[config.mk]
export PLATFORM = sky130hd
export DESIGN_NAME = hpadr_top
export DESIGN_NICKNAME = d
export VERILOG_FILES = /design/src/design/hpadr_pkg.sv /design/src/design/hpadr_top.sv /design/src/design/hpadr_fifo.sv /design/src/design/hpadr_sync.sv
export VERILOG_INCLUDE_DIRS = /design/src /design/src/design
export SDC_FILE = /design/constraint.sdc
export NUM_CORES = 2
export LEC_CHECK = 0
export ABC_AREA = 0
export BUFFER_PORTS_ARGS = -buffer_cell sky130_fd_sc_hd__buf_2
export CAP_MARGIN = 30
export CORE_AREA = 4 4 407 409
export CTS_CLUSTER_SIZE = 24
export DETAILED_ROUTE_END_ITERATION = 8
export DIE_AREA = 0 0 411 413
export GPL_TIMING_DRIVEN = 0
export PLACE_DENSITY = 0.81
export SYNTH_ARGS = -nofsm -noshare
export SYNTH_HDL_FRONTEND = slang
export SYNTH_HIERARCHICAL = 1
export SYNTH_SLANG_ARGS = --single-unit
[constraint.sdc]
create_clock -name clk_i -period 12.1 [get_ports clk_i]
set_input_delay 0.605 -clock clk_i [delete_from_list [all_inputs] [get_ports clk_i]]
set_output_delay 0.605 -clock clk_i [all_outputs]
set_load 0.02 [all_outputs]
[src/design/hpadr_defines.svh]
/*
 * Constants of the host port address/data register block: field positions,
 * cycle-type codes, reset values.
 * Assumes inclusion by bare name from design files only.
 */
`ifndef HPADR_DEFINES_SVH
`define HPADR_DEFINES_SVH

// ----------------------------------------------------------------
// control register fields
// ----------------------------------------------------------------
`define HPADR_CTL_HWORD_BIT   0
`define HPADR_CTL_IRQ_BIT     1
`define HPADR_CTL_AMODE_BIT   9
`define HPADR_CTL_MIRROR_BIT  8

// ----------------------------------------------------------------
// host cycle target codes
// ----------------------------------------------------------------
`define HPADR_SEL_CTL         2'h0
`define HPADR_SEL_WADDR       2'h1
`define HPADR_SEL_RADDR       2'h2
`define HPADR_SEL_DATA        2'h3

// ----------------------------------------------------------------
// cpu-side register offsets (word index)
// ----------------------------------------------------------------
`define HPADR_CPU_CTL         2'h0
`define HPADR_CPU_WADDR       2'h1
`define HPADR_CPU_RADDR       2'h2

`define HPADR_RST_WORD        32'h0000_0000
`define HPADR_ADDR_STEP       32'h0000_0001
`define HPADR_FIFO_DEPTH      32
`define HPADR_WORD_W          32

`endif

[src/design/hpadr_pkg.sv]
/*
 * Types shared by the host port address/data register block.
 * Assumes hpadr_defines.svh is compiled alongside.
 */
package hpadr_pkg;
	typedef enum logic [1:0]
	{
		HPADR_IDLE  = 2'b00,
		HPADR_HALF2 = 2'b01,
		HPADR_RDWT  = 2'b10
	} hpadr_state_t;
	typedef logic [1:0] hpadr_sel_t;
endpackage

[src/design/hpadr_top.sv]
/*
 * Host port address/data registers: halfword ordering, host-to-cpu irq flag,
 * write/read address registers (single or dual mode), data port in front of
 * read and write FIFOs served by internal DMA.
 * Assumes host pins arrive asynchronously; host strobe hst_stb_i toggles-free
 * level, high for one transfer; DMA and CPU ports are on clk_i.
 */
//
// Functional notes
// RQ1 - writing zero to the host-to-cpu irq flag changes nothing
// RQ2 - host writing one sets the flag and interrupts cpu until cleared
// RQ3 - cpu writing one clears the host-to-cpu irq flag
// RQ4 - host sets halfword order first; it matters only in 16-bit mode
// RQ5 - halfword order is mirrored read-only at control bit eight
// RQ6 - order zero write: first halfword high, second halfword low
// RQ7 - order one write: first halfword low, second halfword high
// RQ8 - order zero read: upper half driven first, lower half second
// RQ9 - order one read: lower half driven first, upper half second
// RQ10 - separate 32-bit write and read address registers
// RQ11 - address registers appear combined or independent to host
// RQ12 - mode zero: write loads both, increment both, read returns read address
// RQ13 - mode one: host accesses read and write address independently
// RQ14 - host reads and writes address registers; cpu reads only
// RQ15 - host loads word addresses, not byte addresses
// RQ16 - full written 32-bit data word goes to memory via DMA
// RQ17 - DMA fills data port from memory before host read returns it
// RQ18 - host cycle is one 32-bit or two 16-bit transfers
// RQ19 - data port is host-only; cpu has no path to it
// RQ20 - data reads come from read FIFO, writes enter write FIFO
// RQ21 - 16-bit register write commits after the second halfword
`timescale 1ns/1ns
`include "hpadr_defines.svh"
module hpadr_top #(
	parameter int FIFO_DEPTH = `HPADR_FIFO_DEPTH
)(
	input  wire logic                   clk_i,
	input  wire logic                   rst_i,
	// host pins
	input  wire logic                   hst_stb_i,
	input  wire logic                   hst_rnw_i,
	input  wire hpadr_pkg::hpadr_sel_t  hst_sel_i,
	input  wire logic                   hst_mode16_i,
	input  wire logic [31:0]            hst_data_i,
	output logic      [31:0]            hst_data_o,
	output logic                        hst_data_oe_o,
	output logic                        hst_ready_o,
	// on-chip cpu register port
	input  wire logic                   cpu_wr_i,
	input  wire logic                   cpu_rd_i,
	input  wire logic [1:0]             cpu_addr_i,
	input  wire logic [31:0]            cpu_wdata_i,
	output logic      [31:0]            cpu_rdata_o,
	output logic                        host_to_cpu_irq_o,
	// DMA side
	output logic      [31:0]            dma_wr_addr_o,
	output logic      [31:0]            dma_wr_data_o,
	output logic                        dma_wr_valid_o,
	input  wire logic                   dma_wr_ready_i,
	output logic      [31:0]            dma_rd_addr_o,
	output logic                        dma_rd_req_o,
	input  wire logic                   dma_rd_ack_i,
	input  wire logic [31:0]            dma_rd_data_i
);
	import hpadr_pkg::*;

	initial
	begin
		if (FIFO_DEPTH < 2)
			$error("hpadr_top: fifo depth must be at least 2");
	end

	// ----------------------------------------------------------------
	// pin synchronisers
	// ----------------------------------------------------------------
	localparam int PW = 1 + 1 + 2 + 1 + 32;
	logic [PW-1:0] pins_s;
	logic          stb_s;
	logic          rnw_s;
	hpadr_sel_t    sel_s;
	logic          m16_s;
	logic [31:0]   din_s;
	logic          stb_d;
	logic          stb_rise;

	hpadr_sync #(.WIDTH(PW)) u_sync (
		.clk_i   (clk_i),
		.rst_i   (rst_i),
		.async_i ({hst_stb_i, hst_rnw_i, hst_sel_i, hst_mode16_i, hst_data_i}),
		.sync_o  (pins_s)
	);
	assign {stb_s, rnw_s, sel_s, m16_s, din_s} = pins_s;
	assign stb_rise = stb_s && !stb_d;

	always_ff @(posedge clk_i or posedge rst_i)
	begin
		if (rst_i)
			stb_d <= 1'b0;
		else
			stb_d <= stb_s;
	end

	// ----------------------------------------------------------------
	// registers
	// ----------------------------------------------------------------
	logic         hword_sel;
	logic         addr_mode;
	logic [31:0]  write_address; // see RQ10
	logic [31:0]  read_address; // see RQ10
	logic         irq_flag;
	logic [15:0]  first_half;
	hpadr_state_t state;
	logic         commit;
	logic [31:0]  cword;
	logic         order1;
	logic         wf_in_ready;
	logic [31:0]  wf_data;
	logic         wf_valid;
	logic         wf_ready;
	logic [31:0]  rf_data;
	logic         rf_valid;
	logic         rf_pop;
	logic [31:0]  ctl_word;
	logic [31:0]  rd_word;
	logic         rd_pending;
	logic         wr_push;
	logic         cpu_irq_clr;

	// order applies only in 16-bit mode (see RQ4)
	assign order1 = m16_s && hword_sel;

	// 16-bit: pair halves per order; 32-bit: single transfer (see RQ18)
	always_comb
	begin
		if (!m16_s)
			cword = din_s;
		else if (order1)
			cword = {din_s[15:0], first_half}; // see RQ7
		else
			cword = {first_half, din_s[15:0]}; // see RQ6
	end

	assign ctl_word = {22'h0, addr_mode, hword_sel, 6'h0, irq_flag, hword_sel}; // see RQ5

	always_comb
	begin
		case (sel_s)
			`HPADR_SEL_CTL:   rd_word = ctl_word;
			`HPADR_SEL_WADDR: rd_word = addr_mode ? write_address : read_address; // see RQ12
			`HPADR_SEL_RADDR: rd_word = read_address; // see RQ13
			default:          rd_word = (state == HPADR_HALF2) ? rd_hold : rf_data; // see RQ20
		endcase
	end

	// ----------------------------------------------------------------
	// host cycle sequencing
	// ----------------------------------------------------------------
	assign wr_push = commit && (sel_s == `HPADR_SEL_DATA);
	assign rf_pop  = stb_rise && rnw_s && (sel_s == `HPADR_SEL_DATA) && rf_valid
		&& (state == HPADR_IDLE);

	always_ff @(posedge clk_i or posedge rst_i)
	begin
		if (rst_i)
		begin
			state         <= HPADR_IDLE;
			first_half    <= 16'h0000;
			commit        <= 1'b0;
			hst_data_o    <= `HPADR_RST_WORD;
			hst_data_oe_o <= 1'b0;
		end
		else
		begin
			commit <= 1'b0;
			if (!stb_s)
				hst_data_oe_o <= 1'b0;
			case (state)
				HPADR_IDLE:
				begin
					if (stb_rise && rnw_s)
					begin
						if (sel_s == `HPADR_SEL_DATA && !rf_valid)
							state <= HPADR_RDWT; // see RQ17
						else
						begin
							hst_data_oe_o <= 1'b1;
							if (!m16_s)
								hst_data_o <= rd_word;
							else if (order1)
								hst_data_o <= {16'h0000, rd_word[15:0]}; // see RQ9
							else
								hst_data_o <= {16'h0000, rd_word[31:16]}; // see RQ8
							if (m16_s)
								state <= HPADR_HALF2;
						end
					end
					else if (stb_rise)
					begin
						first_half <= din_s[15:0];
						if (m16_s)
							state <= HPADR_HALF2;
						else
							commit <= 1'b1;
					end
				end
				HPADR_HALF2:
				begin
					if (stb_rise && rnw_s)
					begin
						hst_data_oe_o <= 1'b1;
						hst_data_o    <= {16'h0000, order1 ? rd_word[31:16] : rd_word[15:0]}; // see RQ8
						state         <= HPADR_IDLE;
					end
					else if (stb_rise)
					begin
						commit <= 1'b1; // see RQ21
						state  <= HPADR_IDLE;
					end
				end
				HPADR_RDWT:
				begin
					// cycle retried by host once ready rises
					if (rf_valid || !stb_s)
						state <= HPADR_IDLE;
				end
				default:
					state <= HPADR_IDLE;
			endcase
		end
	end

	// 16-bit data-read second half must see same word; pop on the first half and keep a copy in rd_hold
	logic [31:0] rd_hold;
	always_ff @(posedge clk_i or posedge rst_i)
	begin
		if (rst_i)
			rd_hold <= `HPADR_RST_WORD;
		else if (rf_pop)
			rd_hold <= rf_data;
	end

	// ----------------------------------------------------------------
	// control and address registers
	// ----------------------------------------------------------------
	always_ff @(posedge clk_i or posedge rst_i)
	begin
		if (rst_i)
		begin
			hword_sel <= 1'b0;
			addr_mode <= 1'b0;
		end
		else if (stb_rise && !rnw_s && !m16_s && sel_s == `HPADR_SEL_CTL)
		begin
			// 32-bit mode ignores order, yet the bit still stores
			hword_sel <= din_s[`HPADR_CTL_HWORD_BIT];
			addr_mode <= din_s[`HPADR_CTL_AMODE_BIT];
		end
		else if (commit && sel_s == `HPADR_SEL_CTL)
		begin
			hword_sel <= cword[`HPADR_CTL_HWORD_BIT];
			addr_mode <= cword[`HPADR_CTL_AMODE_BIT];
		end
	end

	// cpu writes never reach the address registers (see RQ14)
	always_ff @(posedge clk_i or posedge rst_i)
	begin
		if (rst_i)
		begin
			write_address <= `HPADR_RST_WORD;
			read_address  <= `HPADR_RST_WORD;
		end
		else
		begin
			if (commit && sel_s == `HPADR_SEL_WADDR)
			begin
				write_address <= cword; // see RQ11
				if (!addr_mode)
					read_address <= cword; // see RQ12
			end
			else if (commit && sel_s == `HPADR_SEL_RADDR && addr_mode)
				read_address <= cword; // see RQ13
			else
			begin
				// autoincrement after each data word moves
				if (wr_push && wf_in_ready)
				begin
					write_address <= write_address + `HPADR_ADDR_STEP;
					if (!addr_mode)
						read_address <= read_address + `HPADR_ADDR_STEP; // see RQ12
				end
				if (dma_rd_req_o && dma_rd_ack_i)
				begin
					read_address <= read_address + `HPADR_ADDR_STEP;
					if (!addr_mode)
						write_address <= write_address + `HPADR_ADDR_STEP;
				end
			end
		end
	end

	// ----------------------------------------------------------------
	// host-to-cpu irq flag
	// ----------------------------------------------------------------
	assign cpu_irq_clr = cpu_wr_i && cpu_addr_i == `HPADR_CPU_CTL && cpu_wdata_i[`HPADR_CTL_IRQ_BIT];

	always_ff @(posedge clk_i or posedge rst_i)
	begin
		if (rst_i)
			irq_flag <= 1'b0;
		else if (commit && sel_s == `HPADR_SEL_CTL && cword[`HPADR_CTL_IRQ_BIT])
			irq_flag <= 1'b1; // see RQ2
		else if (stb_rise && !rnw_s && !m16_s && sel_s == `HPADR_SEL_CTL && din_s[`HPADR_CTL_IRQ_BIT])
			irq_flag <= 1'b1; // see RQ2
		else if (cpu_irq_clr)
			irq_flag <= 1'b0; // see RQ3
		// zero writes fall through unchanged (see RQ1)
	end

	always_ff @(posedge clk_i or posedge rst_i)
	begin
		if (rst_i)
		begin
			host_to_cpu_irq_o <= 1'b0;
			cpu_rdata_o       <= `HPADR_RST_WORD;
		end
		else
		begin
			host_to_cpu_irq_o <= irq_flag;
			// no cpu path to the data port (see RQ19)
			if (cpu_rd_i)
			begin
				case (cpu_addr_i)
					`HPADR_CPU_CTL:   cpu_rdata_o <= ctl_word;
					`HPADR_CPU_WADDR: cpu_rdata_o <= write_address; // see RQ14
					`HPADR_CPU_RADDR: cpu_rdata_o <= read_address;
					default:          cpu_rdata_o <= `HPADR_RST_WORD;
				endcase
			end
		end
	end

	// ----------------------------------------------------------------
	// data FIFOs and DMA
	// ----------------------------------------------------------------
	hpadr_fifo #(.WIDTH(`HPADR_WORD_W), .DEPTH(FIFO_DEPTH)) u_wfifo (
		.clk_i       (clk_i),
		.rst_i       (rst_i),
		.flush_i     (1'b0),
		.in_data_i   (cword),
		.in_valid_i  (wr_push), // see RQ20
		.in_ready_o  (wf_in_ready),
		.out_data_o  (wf_data),
		.out_valid_o (wf_valid),
		.out_ready_i (wf_ready)
	);

	hpadr_fifo #(.WIDTH(`HPADR_WORD_W), .DEPTH(FIFO_DEPTH)) u_rfifo (
		.clk_i       (clk_i),
		.rst_i       (rst_i),
		.flush_i     (1'b0),
		.in_data_i   (dma_rd_data_i),
		.in_valid_i  (dma_rd_req_o && dma_rd_ack_i), // see RQ17
		.in_ready_o  (),
		.out_data_o  (rf_data),
		.out_valid_o (rf_valid),
		.out_ready_i (rf_pop)
	);

	// write drain: one word in flight to DMA (see RQ16)
	assign wf_ready = wf_valid && (!dma_wr_valid_o || dma_wr_ready_i);
	logic [31:0] wr_addr_q;

	always_ff @(posedge clk_i or posedge rst_i)
	begin
		if (rst_i)
		begin
			dma_wr_valid_o <= 1'b0;
			dma_wr_data_o  <= `HPADR_RST_WORD;
			dma_wr_addr_o  <= `HPADR_RST_WORD;
			wr_addr_q      <= `HPADR_RST_WORD;
		end
		else
		begin
			if (commit && sel_s == `HPADR_SEL_WADDR)
				wr_addr_q <= cword;
			if (wf_ready)
			begin
				dma_wr_valid_o <= 1'b1;
				dma_wr_data_o  <= wf_data;
				dma_wr_addr_o  <= wr_addr_q;
				wr_addr_q      <= wr_addr_q + `HPADR_ADDR_STEP;
			end
			else if (dma_wr_ready_i)
				dma_wr_valid_o <= 1'b0;
		end
	end

	// fetch one word when the read FIFO is empty and host waits
	always_ff @(posedge clk_i or posedge rst_i)
	begin
		if (rst_i)
		begin
			dma_rd_req_o  <= 1'b0;
			dma_rd_addr_o <= `HPADR_RST_WORD;
			rd_pending    <= 1'b0;
		end
		else
		begin
			rd_pending <= (state == HPADR_RDWT);
			if (dma_rd_req_o && dma_rd_ack_i)
				dma_rd_req_o <= 1'b0;
			else if (rd_pending && !rf_valid && !dma_rd_req_o)
			begin
				dma_rd_req_o  <= 1'b1;
				dma_rd_addr_o <= read_address;
			end
		end
	end

	// ready low while write FIFO full or a read waits on DMA
	always_ff @(posedge clk_i or posedge rst_i)
	begin
		if (rst_i)
			hst_ready_o <= 1'b0;
		else
			hst_ready_o <= wf_in_ready && (state != HPADR_RDWT);
	end
endmodule

[src/design/hpadr_fifo.sv]
/*
 * Flip-flop FIFO with valid/ready on both sides.
 * Assumes one clock and an active-high asynchronous reset.
 */
`timescale 1ns/1ns
`include "hpadr_defines.svh"
module hpadr_fifo #(
	parameter int WIDTH = `HPADR_WORD_W,
	parameter int DEPTH = `HPADR_FIFO_DEPTH
)(
	input  wire logic             clk_i,
	input  wire logic             rst_i,
	input  wire logic             flush_i,
	input  wire logic [WIDTH-1:0] in_data_i,
	input  wire logic             in_valid_i,
	output logic                  in_ready_o,
	output logic      [WIDTH-1:0] out_data_o,
	output logic                  out_valid_o,
	input  wire logic             out_ready_i
);
	import hpadr_pkg::*;
	localparam int AW = $clog2(DEPTH);

	initial
	begin
		if (DEPTH < 2 || (1 << AW) != DEPTH)
			$error("hpadr_fifo: depth must be a power of two, at least 2");
	end

	logic [WIDTH-1:0] mem [DEPTH];
	logic [AW-1:0]    wr_ptr;
	logic [AW-1:0]    rd_ptr;
	logic [AW:0]      count;
	logic             push;
	logic             pop;

	assign in_ready_o  = (count != (AW+1)'(DEPTH));
	assign out_valid_o = (count != '0);
	assign out_data_o  = mem[rd_ptr];
	assign push        = in_valid_i && in_ready_o;
	assign pop         = out_valid_o && out_ready_i;

	always_ff @(posedge clk_i)
	begin
		if (push)
			mem[wr_ptr] <= in_data_i;
	end

	always_ff @(posedge clk_i or posedge rst_i)
	begin
		if (rst_i)
		begin
			wr_ptr <= '0;
			rd_ptr <= '0;
			count  <= '0;
		end
		else if (flush_i)
		begin
			wr_ptr <= '0;
			rd_ptr <= '0;
			count  <= '0;
		end
		else
		begin
			if (push)
				wr_ptr <= wr_ptr + 1'b1;
			if (pop)
				rd_ptr <= rd_ptr + 1'b1;
			count <= count + (AW+1)'(push) - (AW+1)'(pop);
		end
	end
endmodule

[src/design/hpadr_sync.sv]
/*
 * Three-stage input synchroniser; a change counts once stages two and
 * three agree.
 * Assumes asynchronous inputs, one clock.
 */
`timescale 1ns/1ns
module hpadr_sync #(
	parameter int WIDTH = 1
)(
	input  wire logic             clk_i,
	input  wire logic             rst_i,
	input  wire logic [WIDTH-1:0] async_i,
	output logic      [WIDTH-1:0] sync_o
);
	import hpadr_pkg::*;
	logic [WIDTH-1:0] s1;
	logic [WIDTH-1:0] s2;
	logic [WIDTH-1:0] s3;

	initial
	begin
		if (WIDTH < 1)
			$error("hpadr_sync: width must be at least 1");
	end

	always_ff @(posedge clk_i or posedge rst_i)
	begin
		if (rst_i)
		begin
			s1     <= '0;
			s2     <= '0;
			s3     <= '0;
			sync_o <= '0;
		end
		else
		begin
			s1 <= async_i;
			s2 <= s1;
			s3 <= s2;
			// per bit: keep old value until two stages agree
			for (int i = 0; i < WIDTH; i++)
				if (s2[i] == s3[i])
					sync_o[i] <= s3[i];
		end
	end
endmodule

==> flow_summary.toml <==
[cells_and_area]
regArea_mm2 = 0.07394
final_net_count = 6294
multi_input_area_mm2 = 0.02468
final_cells = 8547
nFillCells = 9176
final_cell_area_mm2 = 0.1150
final_util_pct = 70.95
final_layout_size_suffix_gt1_share_pct = 23.24
area_delta_synth_final_pct = 14.85

[place]
hpwl_mm = 182.6
dp.cells = 8041
place_ws_ns = 7.300
port-buffer-count = 240
postPlaceCellArea_mm2 = 0.1066
finalWeightedCongestion = 0.9880

[floorplanning]
fp.dieW_um = 411
die_h_um = 413
core_area_mm2 = 0.1620
initial_core_util_pct = 61.78
dieArea_mm2 = 0.1697
fp-row-count = 148
io_pins = 274

[clock_network]
cts_buffers = 237
cts_sinks = 2545
cts.path.max_buffers = 3
cts_tree = "done"
cts-root-buf = "clkbuf_16"
cts_resized = 0
postCtsHoldBufs = 39
clock_latency_ns = 0.90
h-tree-depth = 4
cts_setup_buffers = 0
clk_pin_slew_ns = 0.06

[synth]
postSynthCellCount = 5528
synth.area.top_cells = "edfxtp_1 (61%), dfrtp_1 (12%), mux4_2 (8.6%), mux2i_1 (3.3%), a22oi_1 (1.7%)"
post_synth.cell_area_avg_um2 = 18.11
ys.flop_type = "edfxtp_1"
ys_seq_elements = 2545
synth_enable_flop_cells = 2048
syn-cell-area_mm2 = 0.1001
yosys_warnings = 6
yosysMostFrequentCell = "edfxtp_1"
synth_top_area_cell = "edfxtp_1"
yosys.area.top_type_share_pct = 61.44
synthTopCellsByCount = "edfxtp_1 (2048), dfrtp_1 (497), mux4_2 (380)"
ys_seq_area_share_pct = 73.87
async_reset_ff_share_pct = 19.53
synth.distinct_cells = 96

[route]
wl_per_cell_um = 34.28
totalWireLength_mm = 293.0
antenna_left = 0
dr.pass1.iters = 6
vias = 60300
drt_iter0_drc = 9829
drcViolationCount = 0
vias_per_cell = 7.055

[sta]
tightest_slew_ns = 1.194
drv_slew = 0
holdWs_ns = 0.1377
fin_tns_setup_ns = 0
post-route-period-util_pct = 44.03
min_period_ns = 5.328
hold_violations = 0
final.setup.worst_slack_ns = 6.772
finalClockSkew_ns = 0.07693
rsz0062_at_grt = "no"
max-slew-margin-rel_pct = 20.37
fmax_mhz = 187.7
setup_viol = 0

[worst_setup_path]
cp.required_ns = 12.83
cp-end-kind = "flip-flop"
critical_path.max_fanout = 13
cp.arrival_ns = 6.06
start_kind = "flip-flop"
path_class = "flip-flop to flip-flop"
reg2reg_slack_ns = 6.77

[power_and_ir_drop]
power_density_mw_per_mm2 = 191.7
p_total_mw = 22.04
vdd_drop_max_uv = 172.6
power.leakage_nw = 38.96

[global_route]
grt_max_degree = 122
grt_pass1_vias = 60150
grt_usage_pct = 34.50
grt_pass1_wl_mm = 420.4
antenna_found_initial = 19
overflow = 0

[hold_path]
hold_class = "input pin to flip-flop"

[status]
status = "finished, final reports clean"

[flow_run]
drv_cap = 0
-- cell type report --
cell class | count | area share, %
repair buffers | 384 | 3.230
inverters | 62 | 0.2133
clock buffers | 325 | 5.685
diodes | 11 | 0.02394
plain buffers | 334 | 1.629
multi-input cells | 2588 | 21.47
well taps | 2175 | 2.367
clock inverters | 123 | 1.064
flip-flops and latches | 2545 | 64.32
-- final timing paths --
path / from / cells past startpoint / endpoint
worst max-delay path: u_wfifo/count[3]$_DFF_PP0_ / 20 / u_wfifo/count[4]$_DFF_PP0_
min in group asynchronous: rst_i / 3 / u_sync/s2[15]$_DFF_PP0_
max in group asynchronous: rst_i / 5 / dma_wr_data_o[8]$_DFFE_PP0P_
worst max register to register: u_wfifo/count[3]$_DFF_PP0_ / 20 / u_wfifo/count[4]$_DFF_PP0_
worst min-delay path: cpu_wdata_i[1] / 4 / irq_flag$_DFFE_PP0P_
worst min register to register: u_sync/s1[16]$_DFF_PP0_ / 0 / u_sync/s2[16]$_DFF_PP0_
-- critical path: stages (launching register included) --
cell and delay (ns):
dfrtp_1 0.39, inv_1 0.09, ha_1 0.22, nand4bb_1 0.13, clkbuf_1 0.55, clkbuf_1 0.37, nand2_1 0.34, clkinv_1 0.29
buf_2 0.43, buf_1 0.30, buf_8 0.23, nand2_1 0.22, inv_1 0.16, ha_1 0.14, inv_1 0.05, ha_1 0.23
fa_1 0.48, a21oi_1 0.24, o21bai_1 0.12, xnor2_1 0.16, nor2_1 0.06
-- cells in the final DEF (no fill, tap or decap), types with 19 or more instances in the layout --
master         netlist  layout
edfxtp_1          2048    2048
dfrtp_1            497     497
mux4_2             380     380
mux2i_1            330     329
buf_2               84     324
nand2_1            308     308
clkbuf_16            0     240
a22oi_1            225     225
clkbuf_1           152     216
a21oi_1            190     176
nor2_1             216     154
mux2_2              91      91
o22ai_1             86      86
o21ai_0             77      77
o221ai_1            67      67
a211oi_1            66      66
buf_12               4      64
nor2_4               0      62
inv_1               61      57
nand3_1             54      54
clkinv_1             1      42
clkinv_2             0      39
dlygate4sd3_1        0      39
maj3_2              37      37
nand4_1             35      35
buf_4               28      35
ha_1                31      31
buf_6               29      31
and3_1              27      27
nor3_1              27      27
buf_16               0      27
nor2b_1             22      22
buf_1               20      22
xor2_1              22      22
clkbuf_8             0      21
xnor2_1             19      19
-- report_power, final --
group / internal (mW) / total, mW / switching (mW)
sequential: 10.2 / 10.7 / 0.457
combinational: 1.36 / 3.93 / 2.57
clock: 4.13 / 7.45 / 3.31
-- kinds of logic after synthesis --
family	after synthesis	share of synthesized area [%]
and+or+nand+nor	804	3.788
adders and majority gates	70	0.8438
muxes	809	13.08
buffers and inverters	396	2.104
other	1	0.003746
AOI/OAI and AO/OA	862	5.953
xor gates and xnor gates	41	0.3588
DFF	2545	73.87
-- routing by layer --
| layer | global-route usage (%) | vias up | routed length [um] | part of all wire [%] |
|---|---|---|---|---|
| li1 | - | 23430 | - | - |
| met1 | 45.33 | 30600 | 98930 | 34 |
| met2 | 54.32 | 5146 | 138600 | 47 |
| met3 | 7.794 | 1113 | 35370 | 12 |
| met4 | 18.96 | 8 | 20010 | 6.8 |
| met5 | 0 | - | 50 | 0.017 |
-- registers in the layout, summed over array words and instances, names as in the netlist, 6 cells and up --
register	flops
u_rfifo/mem	1024
u_wfifo/mem	1024
u_sync/s1	37
u_sync/s2	37
u_sync/s3	37
u_sync/sync_o	37
cpu_rdata_o	32
dma_rd_addr_o	32
dma_wr_addr_o	32
dma_wr_data_o	32
hst_data_o	32
rd_hold	32
read_address	32
wr_addr_q	32
write_address	32
first_half	16
u_rfifo/count	6
u_wfifo/count	6
Note: power is estimated with default switching activity, not from simulation.
